[src/rtl/caio_map.vh]
// Purpose: constants shared by the alu and i/o access block
// Assumes: byte addresses on a 12-bit wishbone address, 8-bit data in lane 0
// Notes:   opcodes are the values written to the command register
`ifndef CAIO_MAP_VH
`define CAIO_MAP_VH

// command register opcodes
`define CAIO_OP_ADD   5'h00
`define CAIO_OP_ADC   5'h01
`define CAIO_OP_SUB   5'h02
`define CAIO_OP_SUBC  5'h03
`define CAIO_OP_SUBK  5'h04
`define CAIO_OP_SUBCK 5'h05
`define CAIO_OP_AND   5'h06
`define CAIO_OP_ANDK  5'h07
`define CAIO_OP_OR    5'h08
`define CAIO_OP_ORK   5'h09
`define CAIO_OP_XOR   5'h0a
`define CAIO_OP_INV   5'h0b
`define CAIO_OP_TWOS  5'h0c
`define CAIO_OP_ADDW  5'h0d
`define CAIO_OP_SUBW  5'h0e
`define CAIO_OP_BSET  5'h0f
`define CAIO_OP_BCLR  5'h10
`define CAIO_OP_SKBS  5'h11
`define CAIO_OP_SKBC  5'h12
`define CAIO_OP_IN    5'h13
`define CAIO_OP_OUT   5'h14
`define CAIO_OP_MRD   5'h15
`define CAIO_OP_MWR   5'h16

// status register flag positions
`define CAIO_F_C 0
`define CAIO_F_Z 1
`define CAIO_F_N 2
`define CAIO_F_V 3
`define CAIO_F_S 4
`define CAIO_F_H 5

// control register byte addresses
`define CAIO_A_CMD    12'h000
`define CAIO_A_RD     12'h004
`define CAIO_A_RR     12'h008
`define CAIO_A_IMM    12'h00c
`define CAIO_A_BIT    12'h010
`define CAIO_A_SREG   12'h014
`define CAIO_A_STAT   12'h018
`define CAIO_CTRL_TOP 12'h01c
// windows: general registers and data space, one byte per word
`define CAIO_A_RF_LO  12'h400
`define CAIO_A_RF_HI  12'h47c
`define CAIO_A_DS_LO  12'h800
`define CAIO_A_DS_HI  12'hbfc

// i/o space limits, in i/o addresses except CAIO_EXT_LO, which is a data-space address
`define CAIO_IO_OFS     8'h20
`define CAIO_IO_BIT_MAX 8'h1f
`define CAIO_IO_MAX     8'h3f
`define CAIO_EXT_LO     8'h60
`define CAIO_ONES       8'hff
`define CAIO_ZERO       8'h00

// status register bits
`define CAIO_STAT_BUSY  0
`define CAIO_STAT_SKIP  1
`define CAIO_STAT_FAULT 2

`endif

[src/rtl/caio_top.v]
// Purpose: alu datapath and i/o space access engine behind a wishbone slave
// Assumes: classic wishbone, 8-bit data in lane 0, one cycle to ack
// Notes:   commands run from the command register; bus writes are acked but dropped while busy
// What this block does
// - add and add-with-carry, flags, one cycle
// - add immediate to pair, two cycles
// - subtract and subtract-with-borrow, one cycle
// - subtract immediate forms, one cycle
// - subtract immediate from pair, two cycles
// - and forms keep carry and half-carry
// - or forms update zero, negative, overflow
// - exclusive or updates zero, negative, overflow
// - invert and negate with their flags
// - bit set, clear, tests only below 0x20
// - bit writes touch only the addressed bit
// - in/out reach i/o addresses 0x00-0x3f
// - data-space address is i/o address plus 0x20
// - extended area only through data-space access
//
// The address map and register access over Wishbone were decided locally.
`timescale 1ns/100ps
`include "caio_map.vh"
module caio_top (
    input  wire        sys_clk,
    input  wire        reset_n,
    input  wire        wb_cyc,
    input  wire        wb_stb,
    input  wire        wb_we,
    input  wire [11:0] wb_adr,
    input  wire [3:0]  wb_sel,
    input  wire [31:0] wb_dat_w,
    output reg  [31:0] wb_dat_r,
    output reg         wb_ack
);
    localparam S_IDLE  = 2'd0;
    localparam S_EXEC  = 2'd1;
    localparam S_WORD2 = 2'd2;
    localparam W_CTRL  = 2'd0;
    localparam W_RF    = 2'd1;
    localparam W_DS    = 2'd2;
    localparam W_NONE  = 2'd3;

    reg        rst_q1;
    reg        rst_n_s;
    reg [1:0]  state;
    reg [4:0]  op_reg;
    reg [4:0]  rd_sel;
    reg [4:0]  rr_sel;
    reg [7:0]  imm;
    reg [2:0]  bit_sel;
    reg [7:0]  sreg;
    reg        skip;
    reg        fault;
    reg [7:0]  word_hi;
    reg [7:0]  word_flags;
    reg [7:0]  rf [0:31];

    reg        rf_we;
    reg [4:0]  rf_wi;
    reg [7:0]  rf_wd;
    reg        io_we;
    reg [7:0]  io_wa;
    reg [7:0]  io_wd;
    reg [7:0]  io_wm;
    reg [7:0]  io_ra;
    reg        ex_skip;
    reg        ex_fault;
    reg [7:0]  rd_mux;

    wire       bus_req = wb_cyc & wb_stb;
    wire       wr_fire = bus_req & wb_we & wb_ack & wb_sel[0];
    wire [1:0] bus_win = win_of(wb_adr);
    wire [7:0] ds_bus  = wb_adr[9:2];
    wire [7:0] ds_io   = imm + `CAIO_IO_OFS;
    wire       word_op = (op_reg == `CAIO_OP_ADDW) || (op_reg == `CAIO_OP_SUBW);
    wire       imm_op  = (op_reg == `CAIO_OP_SUBK) || (op_reg == `CAIO_OP_SUBCK) ||
                         (op_reg == `CAIO_OP_ANDK) || (op_reg == `CAIO_OP_ORK) || word_op;
    wire [4:0] rd_hi   = rd_sel + 5'd1;
    wire [7:0] io_rda;
    wire [7:0] io_rdb;
    wire [7:0] alu_res;
    wire [15:0] alu_wres;
    wire [7:0] alu_flags;
    wire [7:0] alu_upd;

    // which bus window an address falls in
    function [1:0] win_of;
        input [11:0] adr;
        begin
            if (adr < `CAIO_CTRL_TOP)
                win_of = W_CTRL;
            else if (adr >= `CAIO_A_RF_LO && adr <= `CAIO_A_RF_HI)
                win_of = W_RF;
            else if (adr >= `CAIO_A_DS_LO && adr <= `CAIO_A_DS_HI)
                win_of = W_DS;
            else
                win_of = W_NONE;
        end
    endfunction

    caio_alu u_alu (
        .op    (op_reg),
        .a     (rf[rd_sel]),
        .b     (imm_op ? imm : rf[rr_sel]),
        .cflag (sreg[`CAIO_F_C]),
        .pair  ({rf[rd_hi], rf[rd_sel]}),
        .res   (alu_res),
        .wres  (alu_wres),
        .flags (alu_flags),
        .upd   (alu_upd)
    );

    caio_iospace u_io (
        .sys_clk   (sys_clk),
        .wr_en     (io_we),
        .wr_addr   (io_wa),
        .wr_data   (io_wd),
        .wr_mask   (io_wm),
        .rd_addr_a (io_ra),
        .rd_data_a (io_rda),
        .rd_addr_b (ds_bus),
        .rd_data_b (io_rdb)
    );

    always @(posedge sys_clk or negedge reset_n) begin
        if (!reset_n) begin
            rst_q1  <= 1'b0;
            rst_n_s <= 1'b0;
        end else begin
            rst_q1  <= 1'b1;
            rst_n_s <= rst_q1;
        end
    end

    // write side of the register file, the i/o space and the execute results
    always @* begin
        rf_we    = 1'b0;
        rf_wi    = rd_sel;
        rf_wd    = alu_res;
        io_we    = 1'b0;
        io_wa    = ds_io;
        io_wd    = `CAIO_ZERO;
        io_wm    = `CAIO_ONES;
        io_ra    = ds_io;
        ex_skip  = 1'b0;
        ex_fault = 1'b0;
        if (state == S_EXEC) begin
            case (op_reg)
                `CAIO_OP_ADDW, `CAIO_OP_SUBW: begin
                    rf_we = 1'b1;
                    rf_wd = alu_wres[7:0];
                end
                `CAIO_OP_BSET, `CAIO_OP_BCLR: begin
                    if (imm <= `CAIO_IO_BIT_MAX) begin
                        io_we = 1'b1;
                        io_wm = 8'h01 << bit_sel;
                        io_wd = (op_reg == `CAIO_OP_BSET) ? `CAIO_ONES : `CAIO_ZERO;
                    end else begin
                        ex_fault = 1'b1;
                    end
                end
                `CAIO_OP_SKBS, `CAIO_OP_SKBC: begin
                    if (imm <= `CAIO_IO_BIT_MAX)
                        ex_skip = (io_rda[bit_sel] == (op_reg == `CAIO_OP_SKBS));
                    else
                        ex_fault = 1'b1;
                end
                `CAIO_OP_IN: begin
                    if (imm <= `CAIO_IO_MAX) begin
                        rf_we = 1'b1;
                        rf_wd = io_rda;
                    end else begin
                        ex_fault = 1'b1;
                    end
                end
                `CAIO_OP_OUT: begin
                    if (imm <= `CAIO_IO_MAX) begin
                        io_we = 1'b1;
                        io_wd = rf[rd_sel];
                    end else begin
                        ex_fault = 1'b1;
                    end
                end
                `CAIO_OP_MRD: begin
                    io_ra = imm;
                    rf_we = 1'b1;
                    rf_wd = (imm < `CAIO_IO_OFS) ? rf[imm[4:0]] : io_rda;
                end
                `CAIO_OP_MWR: begin
                    io_wa = imm;
                    io_wd = rf[rd_sel];
                    if (imm < `CAIO_IO_OFS) begin
                        rf_we = 1'b1;
                        rf_wi = imm[4:0];
                        rf_wd = rf[rd_sel];
                    end else begin
                        io_we = 1'b1;
                    end
                end
                default: begin
                    if (op_reg <= `CAIO_OP_TWOS)
                        rf_we = 1'b1;
                    else
                        ex_fault = 1'b1;
                end
            endcase
        end else if (state == S_WORD2) begin
            rf_we = 1'b1;
            rf_wi = rd_hi;
            rf_wd = word_hi;
        end else if (wr_fire && bus_win == W_RF) begin
            rf_we = 1'b1;
            rf_wi = wb_adr[6:2];
            rf_wd = wb_dat_w[7:0];
        end else if (wr_fire && bus_win == W_DS) begin
            io_wa = ds_bus;
            io_wd = wb_dat_w[7:0];
            rf_wi = ds_bus[4:0];
            rf_wd = wb_dat_w[7:0];
            if (ds_bus < `CAIO_IO_OFS)
                rf_we = 1'b1;
            else
                io_we = 1'b1;
        end
    end

    always @(posedge sys_clk) begin
        if (rf_we) begin
            rf[rf_wi] <= rf_wd;
        end
    end

    // bus read data
    always @* begin
        rd_mux = `CAIO_ZERO;
        case (bus_win)
            W_CTRL: begin
                case (wb_adr)
                    `CAIO_A_CMD:  rd_mux = {3'b000, op_reg};
                    `CAIO_A_RD:   rd_mux = {3'b000, rd_sel};
                    `CAIO_A_RR:   rd_mux = {3'b000, rr_sel};
                    `CAIO_A_IMM:  rd_mux = imm;
                    `CAIO_A_BIT:  rd_mux = {5'b00000, bit_sel};
                    `CAIO_A_SREG: rd_mux = sreg;
                    `CAIO_A_STAT: rd_mux = {5'b00000, fault, skip, state != S_IDLE};
                    default:      rd_mux = `CAIO_ZERO;
                endcase
            end
            W_RF:    rd_mux = rf[wb_adr[6:2]];
            W_DS:    rd_mux = (ds_bus < `CAIO_IO_OFS) ? rf[ds_bus[4:0]] : io_rdb;
            default: rd_mux = `CAIO_ZERO;
        endcase
    end

    always @(posedge sys_clk or negedge rst_n_s) begin
        if (!rst_n_s) begin
            wb_ack     <= 1'b0;
            wb_dat_r   <= 32'h00000000;
            state      <= S_IDLE;
            op_reg     <= 5'h00;
            rd_sel     <= 5'h00;
            rr_sel     <= 5'h00;
            imm        <= 8'h00;
            bit_sel    <= 3'h0;
            sreg       <= 8'h00;
            skip       <= 1'b0;
            fault      <= 1'b0;
            word_hi    <= 8'h00;
            word_flags <= 8'h00;
        end else begin
            wb_ack <= bus_req & ~wb_ack;
            if (bus_req && !wb_ack && !wb_we) begin
                wb_dat_r <= {24'h000000, rd_mux};
            end
            case (state)
                S_IDLE: begin
                    if (wr_fire && bus_win == W_CTRL) begin
                        case (wb_adr)
                            `CAIO_A_CMD: begin
                                op_reg <= wb_dat_w[4:0];
                                state  <= S_EXEC;
                                skip   <= 1'b0;
                                fault  <= 1'b0;
                            end
                            `CAIO_A_RD:   rd_sel  <= wb_dat_w[4:0];
                            `CAIO_A_RR:   rr_sel  <= wb_dat_w[4:0];
                            `CAIO_A_IMM:  imm     <= wb_dat_w[7:0];
                            `CAIO_A_BIT:  bit_sel <= wb_dat_w[2:0];
                            `CAIO_A_SREG: sreg    <= wb_dat_w[7:0];
                            default:      state   <= S_IDLE;
                        endcase
                    end
                end
                S_EXEC: begin
                    skip  <= ex_skip;
                    fault <= ex_fault;
                    if (word_op) begin
                        word_hi    <= alu_wres[15:8];
                        word_flags <= alu_flags;
                        state      <= S_WORD2;
                    end else begin
                        sreg  <= (sreg & ~alu_upd) | (alu_flags & alu_upd);
                        state <= S_IDLE;
                    end
                end
                S_WORD2: begin
                    sreg  <= (sreg & ~alu_upd) | (word_flags & alu_upd);
                    state <= S_IDLE;
                end
                default: state <= S_IDLE;
            endcase
        end
    end
endmodule

[src/rtl/caio_alu.v]
// Purpose: combinational 8-bit and register-pair arithmetic with flags
// Assumes: cflag is the current carry flag
// Notes:   upd marks which status flags the operation writes
`timescale 1ns/100ps
`include "caio_map.vh"
module caio_alu (
    input  wire [4:0]  op,
    input  wire [7:0]  a,
    input  wire [7:0]  b,
    input  wire        cflag,
    input  wire [15:0] pair,
    output reg  [7:0]  res,
    output reg  [15:0] wres,
    output reg  [7:0]  flags,
    output reg  [7:0]  upd
);
    reg [7:0]  x;
    reg [7:0]  y;
    reg        ci;
    reg [8:0]  sum;
    reg [8:0]  dif;
    reg [15:0] k16;

    always @* begin
        x = a;
        y = b;
        ci = 1'b0;
        if (op == `CAIO_OP_ADC || op == `CAIO_OP_SUBC || op == `CAIO_OP_SUBCK) begin
            ci = cflag;
        end
        if (op == `CAIO_OP_TWOS) begin
            x = `CAIO_ZERO;
            y = a;
        end
        sum = {1'b0, x} + {1'b0, y} + {8'h00, ci};
        dif = {1'b0, x} - {1'b0, y} - {8'h00, ci};
        k16 = {10'h000, b[5:0]};
        res = `CAIO_ZERO;
        wres = 16'h0000;
        flags = 8'h00;
        upd = 8'h00;
        case (op)
            `CAIO_OP_ADD, `CAIO_OP_ADC: begin
                res = sum[7:0];
                flags[`CAIO_F_C] = sum[8];
                flags[`CAIO_F_H] = (x[3] & y[3]) | (y[3] & ~res[3]) | (~res[3] & x[3]);
                flags[`CAIO_F_V] = (x[7] & y[7] & ~res[7]) | (~x[7] & ~y[7] & res[7]);
                upd = 8'h2f;
            end
            `CAIO_OP_SUB, `CAIO_OP_SUBC, `CAIO_OP_SUBK, `CAIO_OP_SUBCK,
            `CAIO_OP_TWOS: begin
                res = dif[7:0];
                flags[`CAIO_F_C] = dif[8];
                flags[`CAIO_F_H] = (~x[3] & y[3]) | (y[3] & res[3]) | (res[3] & ~x[3]);
                flags[`CAIO_F_V] = (x[7] & ~y[7] & ~res[7]) | (~x[7] & y[7] & res[7]);
                upd = 8'h2f;
            end
            `CAIO_OP_AND, `CAIO_OP_ANDK: begin
                res = a & b;
                upd = 8'h0e;
            end
            `CAIO_OP_OR, `CAIO_OP_ORK: begin
                res = a | b;
                upd = 8'h0e;
            end
            `CAIO_OP_XOR: begin
                res = a ^ b;
                upd = 8'h0e;
            end
            `CAIO_OP_INV: begin
                res = `CAIO_ONES - a;
                flags[`CAIO_F_C] = 1'b1;
                upd = 8'h0f;
            end
            `CAIO_OP_ADDW: begin
                wres = pair + k16;
                flags[`CAIO_F_C] = ~wres[15] & pair[15];
                flags[`CAIO_F_V] = ~pair[15] & wres[15];
                upd = 8'h1f;
            end
            `CAIO_OP_SUBW: begin
                wres = pair - k16;
                flags[`CAIO_F_C] = wres[15] & ~pair[15];
                flags[`CAIO_F_V] = pair[15] & ~wres[15];
                upd = 8'h1f;
            end
            default: begin
                upd = 8'h00;
            end
        endcase
        if (op == `CAIO_OP_ADDW || op == `CAIO_OP_SUBW) begin
            flags[`CAIO_F_N] = wres[15];
            flags[`CAIO_F_Z] = (wres == 16'h0000);
        end else begin
            flags[`CAIO_F_N] = res[7];
            flags[`CAIO_F_Z] = (res == `CAIO_ZERO);
        end
        flags[`CAIO_F_S] = flags[`CAIO_F_N] ^ flags[`CAIO_F_V];
    end
endmodule

[src/rtl/caio_iospace.v]
// Purpose: i/o and extended i/o storage indexed by data-space address
// Assumes: writes carry a bit mask; unmasked bits keep their value
// Notes:   two read ports, one for the engine and one for the bus
`timescale 1ns/100ps
`include "caio_map.vh"
module caio_iospace (
    input  wire       sys_clk,
    input  wire       wr_en,
    input  wire [7:0] wr_addr,
    input  wire [7:0] wr_data,
    input  wire [7:0] wr_mask,
    input  wire [7:0] rd_addr_a,
    output wire [7:0] rd_data_a,
    input  wire [7:0] rd_addr_b,
    output wire [7:0] rd_data_b
);
    reg [7:0] mem [0:255];

    assign rd_data_a = mem[rd_addr_a];
    assign rd_data_b = mem[rd_addr_b];

    // only masked bits change, so write-one-to-clear neighbours are left alone
    always @(posedge sys_clk) begin
        if (wr_en) begin
            mem[wr_addr] <= (mem[wr_addr] & ~wr_mask) | (wr_data & wr_mask);
        end
    end
endmodule

[config.mk]
export PLATFORM = sky130hd
export DESIGN_NAME = caio_top
export DESIGN_NICKNAME = d
export VERILOG_FILES = /design/src/rtl/caio_top.v /design/src/rtl/caio_alu.v /design/src/rtl/caio_iospace.v
export VERILOG_INCLUDE_DIRS = /design/src /design/src/rtl
export SDC_FILE = /design/constraint.sdc
export NUM_CORES = 2
export LEC_CHECK = 0
export ABC_CLOCK_PERIOD_IN_PS = 2450
export BUFFER_PORTS_ARGS = -buffer_cell sky130_fd_sc_hd__buf_2
export CAP_MARGIN = 20
export CORE_MARGIN = 8
export CORE_UTILIZATION = 35
export DETAILED_ROUTE_END_ITERATION = 10
export PLACE_DENSITY = 0.58
export SLEW_MARGIN = 20
export SYNTH_ARGS = -nofsm -noshare
export SYNTH_HDL_FRONTEND = slang
export SYNTH_HIERARCHICAL = 1
export SYNTH_SLANG_ARGS = --single-unit
[constraint.sdc]
create_clock -name sys_clk -period 2.45 [get_ports sys_clk]
set_clock_uncertainty 0.1 [all_clocks]
set_input_delay 0.245 -clock sys_clk [delete_from_list [all_inputs] [get_ports sys_clk]]
set_output_delay 0.245 -clock sys_clk [all_outputs]
set_load 0.02 [all_outputs]
Yosys cells after proc, flatten, opt, wreduce, memory -nomap -nowiden
Memories as Yosys holds them, arrays and structs flattened.
Cells that the tools add are included.

storage, ports and cells
  bits in writable memories = 2,304
  flip-flop bits (word level) = 63
  output and inout bits = 33
  input bits = 53
  memories kept = 2
  word-level logic and storage cells = 268

operators by class
  add/sub/neg operators = 9
  reductions and logical operators = 49
  order comparisons = 11
  shifts and indexed selects = 1
  mux-type cells = 90
  bitwise operators = 53
  equal/unequal tests = 38

memory list
  memory    words  width  read ports  clocked after memory_dff  wr ports  line               RTL
  u_io.mem  256    8      3           0                         1         caio_iospace.v:17  reg [7:0] mem [0:255];
  rf        32     8      5           0                         1         caio_top.v:56      reg [7:0] rf [0:31];

operator list
  cell                                                                          count
  8-bit 2-to-1 mux                                                              31
  8-bit one-hot mux with 3 select lines                                         3
  8-bit one-hot mux with 7 select lines                                         1
  8-bit one-hot mux with 6 select lines                                         1
  5-bit by 4-bit equality test with 1-bit output, second input constant         8
  12-bit by 5-bit equality test with 1-bit output, second input constant        3
  5-bit equality test, second input constant                                    7
  8-bit AND                                                                     4
  8-bit bitwise OR                                                              4
  16-bit one-hot mux with 2 select lines                                        1
  8-bit one-hot mux with 4 select lines                                         1
  5-bit 2-to-1 mux                                                              6
  1-bit 2-to-1 mux                                                              29
  12-bit by 4-bit equality test with 1-bit output, second input constant        2
  6-bit one-hot mux with 4 select lines                                         1
  1-bit AND                                                                     23
  5-bit by 3-bit equality test with 1-bit output, second input constant         4
  5-bit OR reduction                                                            4
  3-bit AND reduction                                                           6
  16-bit by 6-bit adder with 16-bit output                                      1
  6-bit by 8-bit AND with 8-bit output                                          2
  16-bit logical NOT                                                            1
  8-bit by 6-bit less-than comparator with 1-bit output, second input constant  2
  8-bit inverter                                                                2
  51 further kinds                                                              104

Logic depth before layout (Yosys ltp)
  depth in word-level cells = 18
  gate-level depth with buffers = 23
  mapped depth without buffers = 21

By module
The synthesis kept the hierarchy.

by module, submodules not included
  module        seq. area each (µm²)  instances  area an instance (µm²)  cells each
  caio_iospace  61,499.0              1          112,525.4               5,917
  caio_top      9,313.9               1          23,237.3                1,548
  caio_alu      0.0                   1          2,864.0                 401

Worst setup path before layout
OpenSTA, ideal clock, no wires.

  path kind = reg-to-reg
  start = reg state[1]
  end = mem u_io.mem[0][5] (data pin)
  clock period less this slack = 13.097 ns
  library setup time = 1.706 ns
  cell stages (with the launch flop) = 18
  path buffers = 6
  required time = 0.644 ns
  data arrival time = 11.291 ns
  slack = -10.647 ns
  cells stage by stage = dfrtp_1 -> inv_1 -> ha_1 -> clkbuf_1 -> or2_2 -> clkbuf_1 -> nor3_1 -> clkbuf_1 -> nand2_1 -> o21ai_0 -> buf_2 -> buf_1 -> clkbuf_1 -> mux4_2 -> nand3_1 -> o2111ai_1 -> a22oi_1 -> a41oi_1

on the way
  longest elaborated chain between the ends = 6
  elaborated cells between the ends (all ways) = 12
  those cells by class = 2 x eq/ne; 5 x mux; 4 x bitwise; 1 x memory

ends and longest elaborated chain
  what                       line               RTL
  start, declared            caio_top.v:45      reg [1:0] state;
  start signal, assigned     caio_top.v:259     state <= S_IDLE;
  start signal, assigned     caio_top.v:281     state <= S_EXEC;
  start signal, assigned     caio_top.v:290     default: state <= S_IDLE;
  2-bit equality test        caio_top.v:207     end else if (state == S_WORD2) begin
  8-bit 2-to-1 mux           caio_top.v:207
  8-bit 2-to-1 mux *         caio_top.v:147     if (state == S_EXEC) begin
  named net io_wa[3]         caio_top.v:62      reg [7:0] io_wa;
  memory read 256 x 8 bit *  n/a
  8-bit AND *                caio_iospace.v:25  mem[wr_addr] <= (mem[wr_addr] & ~wr_mask) | (wr_data & wr_mask);
  8-bit bitwise OR *         caio_iospace.v:25
  end, declared              caio_iospace.v:17

The timed path passes the listed nets; every way through them passes the cells marked *.

==> summary.md <==
| Metric | Value |
|---|---|
| Drt pass-1 iters | `7` |
| Vias | `107k` |
| Crit path launch type | `register` |
| Largest register FFs | `2,048` |
| Initial antenna violation count | `34` |
| WL per Instance | `36.0 um` |
| Synthesized area | `139,000 um2` |
| Yosys Warn Count | `6` |
| Syn Area/Cell | `17.6 um2` |
| Static Leak | `0.0683 uW` |
| Critical path's largest stage delay | `590 ps` |
| Vias in the first global route | `107k` |
| Starting Density | `0.351` |
| Biggest regs | `u_io/mem (2048), rf (256)` |
| HPWL after DPL | `443,000 um` |
| Root buf cell | `clkbuf_16` |
| IO buf count | `34` |
| Setup slack after layout | `-3550 ps` |
| EDFF count, synth | `2,304` |
| Crit. End Element | `register` |
| Die Ht | `645 um` |
| Worst-path cell chain | `buf_16, buf_12, mux4_2, mux4_2, mux2i_4, o21ai_2, ha_2, or3_4, o211ai_1, nor3_2, and3_4, ha_4, o22ai_4, or4_4, or4_4, or4_4, o31ai_4, mux2i_1, a31o_2, a21oi_2` |
| Post-synth top area share | `0.499` |
| Slack of the worst reg-to-reg path | `-3550 ps` |
| Crit share post-route | `2.45` |
| First-pass GRT wire length | `837,000 um` |
| Largest net degree at the start of global routing | `161` |
| R2r startpoint | `rr_sel[0]` |
| Post-route ant nets | `0` |
| DRC viols | `0` |
| Yosys cell types | `97` |
| Worst Hold Slack | `73.4 ps` |
| Starting DRT DRC Count | `15.4k` |
| GRT Total Usage | `0.282` |
| Placer Congestion | `1.01` |
| Setup Viol. Count Final | `4,645` |
| Hold Path Sink | `wb_dat_r[2]` |
| Top cell type by total area after synthesis | `edfxtp_1` |
| Via/cell ratio | `6.35` |
| Area Overhead vs Synth | `33.9%` |
| Most used cell, CP | `or4_4` |
| Peak VDD IR | `0.527 mV` |
| Power density over the cells | `478 nW/um2` |
| Max-cap check violation count | `0` |
| Crit path from | `rr_sel[0]` |
| RSZ-0062 raised after global routing | `true` |
| Clock sink count | `2,369` |
| Die ar. | `416,000 um2` |
| Worst hold path type | `input port to register` |
| Status | `complete, but fails checks` |
| DRT Wirelength | `604,000 um` |
| # H-tree levels | `5` |
| Fin nets | `11.4k` |
| Core footprint | `395,000 um2` |
| Asr flop ratio synth | `0.0274` |
| Synth cell count leaders | `2,304 x edfxtp_1, 2,018 x mux4_2, 411 x mux2i_1` |
| Rows | `231` |
| CP required | `3220 ps` |
| Min-delay src | `wb_adr[11]` |
| Worst hold path depth | `7` |
| Minimum clock period | `6000 ps` |
| Crit path kind | `register to register` |
| Clock latency on the worst-skew pair | `980 ps` |
| Slowest-stage cell, CP | `mux4_2` |
| Fraction of layout cells with a size suffix above 1 | `0.580` |
| Actual slew at the worst max-slew pin | `1130 ps` |
| Rel. slew slack | `0.240` |
| Setup TNS | `-10,154,100 ps` |
| Buf/Inv on CP | `2` |
| DIE WIDTH | `645 um` |
| Most used flip-flop cell after synthesis | `edfxtp_1` |
| Final Hold Fails | `0` |
| Max Fclk | `0.167 GHz` |
| Top reg by flops | `u_io/mem` |
| Worst EP arrival | `6780 ps` |
| Max-slew violation count | `0` |
| Clk buf depth | `4` |
| Reg2reg path depth | `20` |
| Worst-path clk slew | `60 ps` |
| Crit Path Max Fanout | `8` |
| CTS tree | `yes` |
| Cell family contributing the most delay on the critical path | `simple AND/OR/NAND/NOR gates` |
| Failing checks | `setup timing` |
| TritonCTS Buffers | `279` |
| Most common cell in the netlist | `edfxtp_1` |
| Register area share after synthesis | `0.511` |
| Top cells by area, synth | `edfxtp_1 50%, mux4_2 33%, mux2i_1 3.0%, dfrtp_1 1.2%, a22oi_1 0.96%` |
| Cells after Synth | `7,866` |
| Register bit total from synthesis | `2,369` |
| Global route total overflow | `0` |
| # IOs | `86` |
-- layout by cell type (no fill, tap or decap), types with 51 or more instances in the layout --
master	synthesis	layout
clkbuf_16	0	290
nor2b_1	63	51
clkinv_2	0	53
dfrtp_1	65	54
o22ai_1	55	51
mux4_2	2018	2018
nand2_1	288	288
a21oi_1	129	116
mux2i_1	411	400
o21ai_0	124	101
nand3_1	79	79
edfxtp_1	2304	2304
a22oi_1	177	174
nor2_1	352	344
buf_4	122	3462
inv_1	74	62
nor3_1	102	81
o211ai_1	58	58
buf_12	0	326
mux2_2	115	107
-- final cells by class --
| class | count | area (um2) |
|---|---|---|
| clock inverter | 167 | 1690 |
| multi-input combinational | 4681 | 65500 |
| tap | 5242 | 6560 |
| inverter | 78 | 303 |
| timing repair buffer | 3867 | 33400 |
| fill | 33549 | 209000 |
| antenna | 28 | 70.1 |
| sequential | 2369 | 70800 |
| clock buffer | 335 | 7350 |
-- worst min-delay path, stage by stage --
cell      delay, ps
buf_2            90
buf_4           100
nand2b_1        130
a21oi_1          70
o211ai_1        160
buf_4           160
o221ai_1        100
-- worst max-delay path by stage --
stage,end,slack [ps],cells after the start
2_1_floorplan,u_io/mem[0][2],-4230,17
3_5_place_dp,register,-4140,22
5_1_grt,register,-3670,23
4_1_cts,register,-3720,20
3_3_place_gp,register,-4240,23
6_report,register,-3550,20
-- routing by layer --
layer,part of all wire,wire [um],GRT usage
met1,0.37,222000,0.370
met2,0.44,267000,0.424
met3,0.13,78200,0.0878
met4,0.061,37000,0.139
met5,0.00065,390,0
-- report_power, final --
| group | internal (uW) | total [uW] | switching, uW |
|---|---|---|---|
| Sequential | 43800 | 43800 | 22.4 |
| Combinational | 1010 | 2650 | 1640 |
| Clock | 24300 | 42300 | 18000 |
| Total | 69100 | 88800 | 19700 |
-- per-stage QoR --
step / instance area [um2] / cells / utilization / setup WS (ps) / power (uW)
after global placement: 175000 / 16180 / 0.443 / -4240 / 47200
after global routing: 186000 / 16744 / 0.470 / -3670 / 90700
after CTS: 185000 / 16723 / 0.468 / -3720 / 89200
after detailed placement: 175000 / 16180 / 0.443 / -4140 / 47200
final: 186000 / 16767 / 0.470 / -3550 / 88800
after floorplan: 139000 / 7892 / - / -4230 / 46100
-- cells by family after synthesis --
group	count (synthesis)	synth area share
xor+xnor	20	0.00126
other cells	3	0.0000812
compound gates	911	0.0470
buf+inv	842	0.0293
flops	2369	0.511
mux	2544	0.367
fa+ha+maj	66	0.00634
simple gates	1111	0.0384
-- what timing repair did --
item | 4_1_cts | 5_1_grt
hold buffers | 15 | 0
endpoints found under the hold margin | 45 | 0
gates resized for setup | 114 | 109
setup endpoints to repair | 4644 | 4650
setup buffers | 29 | 18
gates cloned | 2 | 5
pin swaps | 29 | 51
Power figures use the tool's default switching activity.
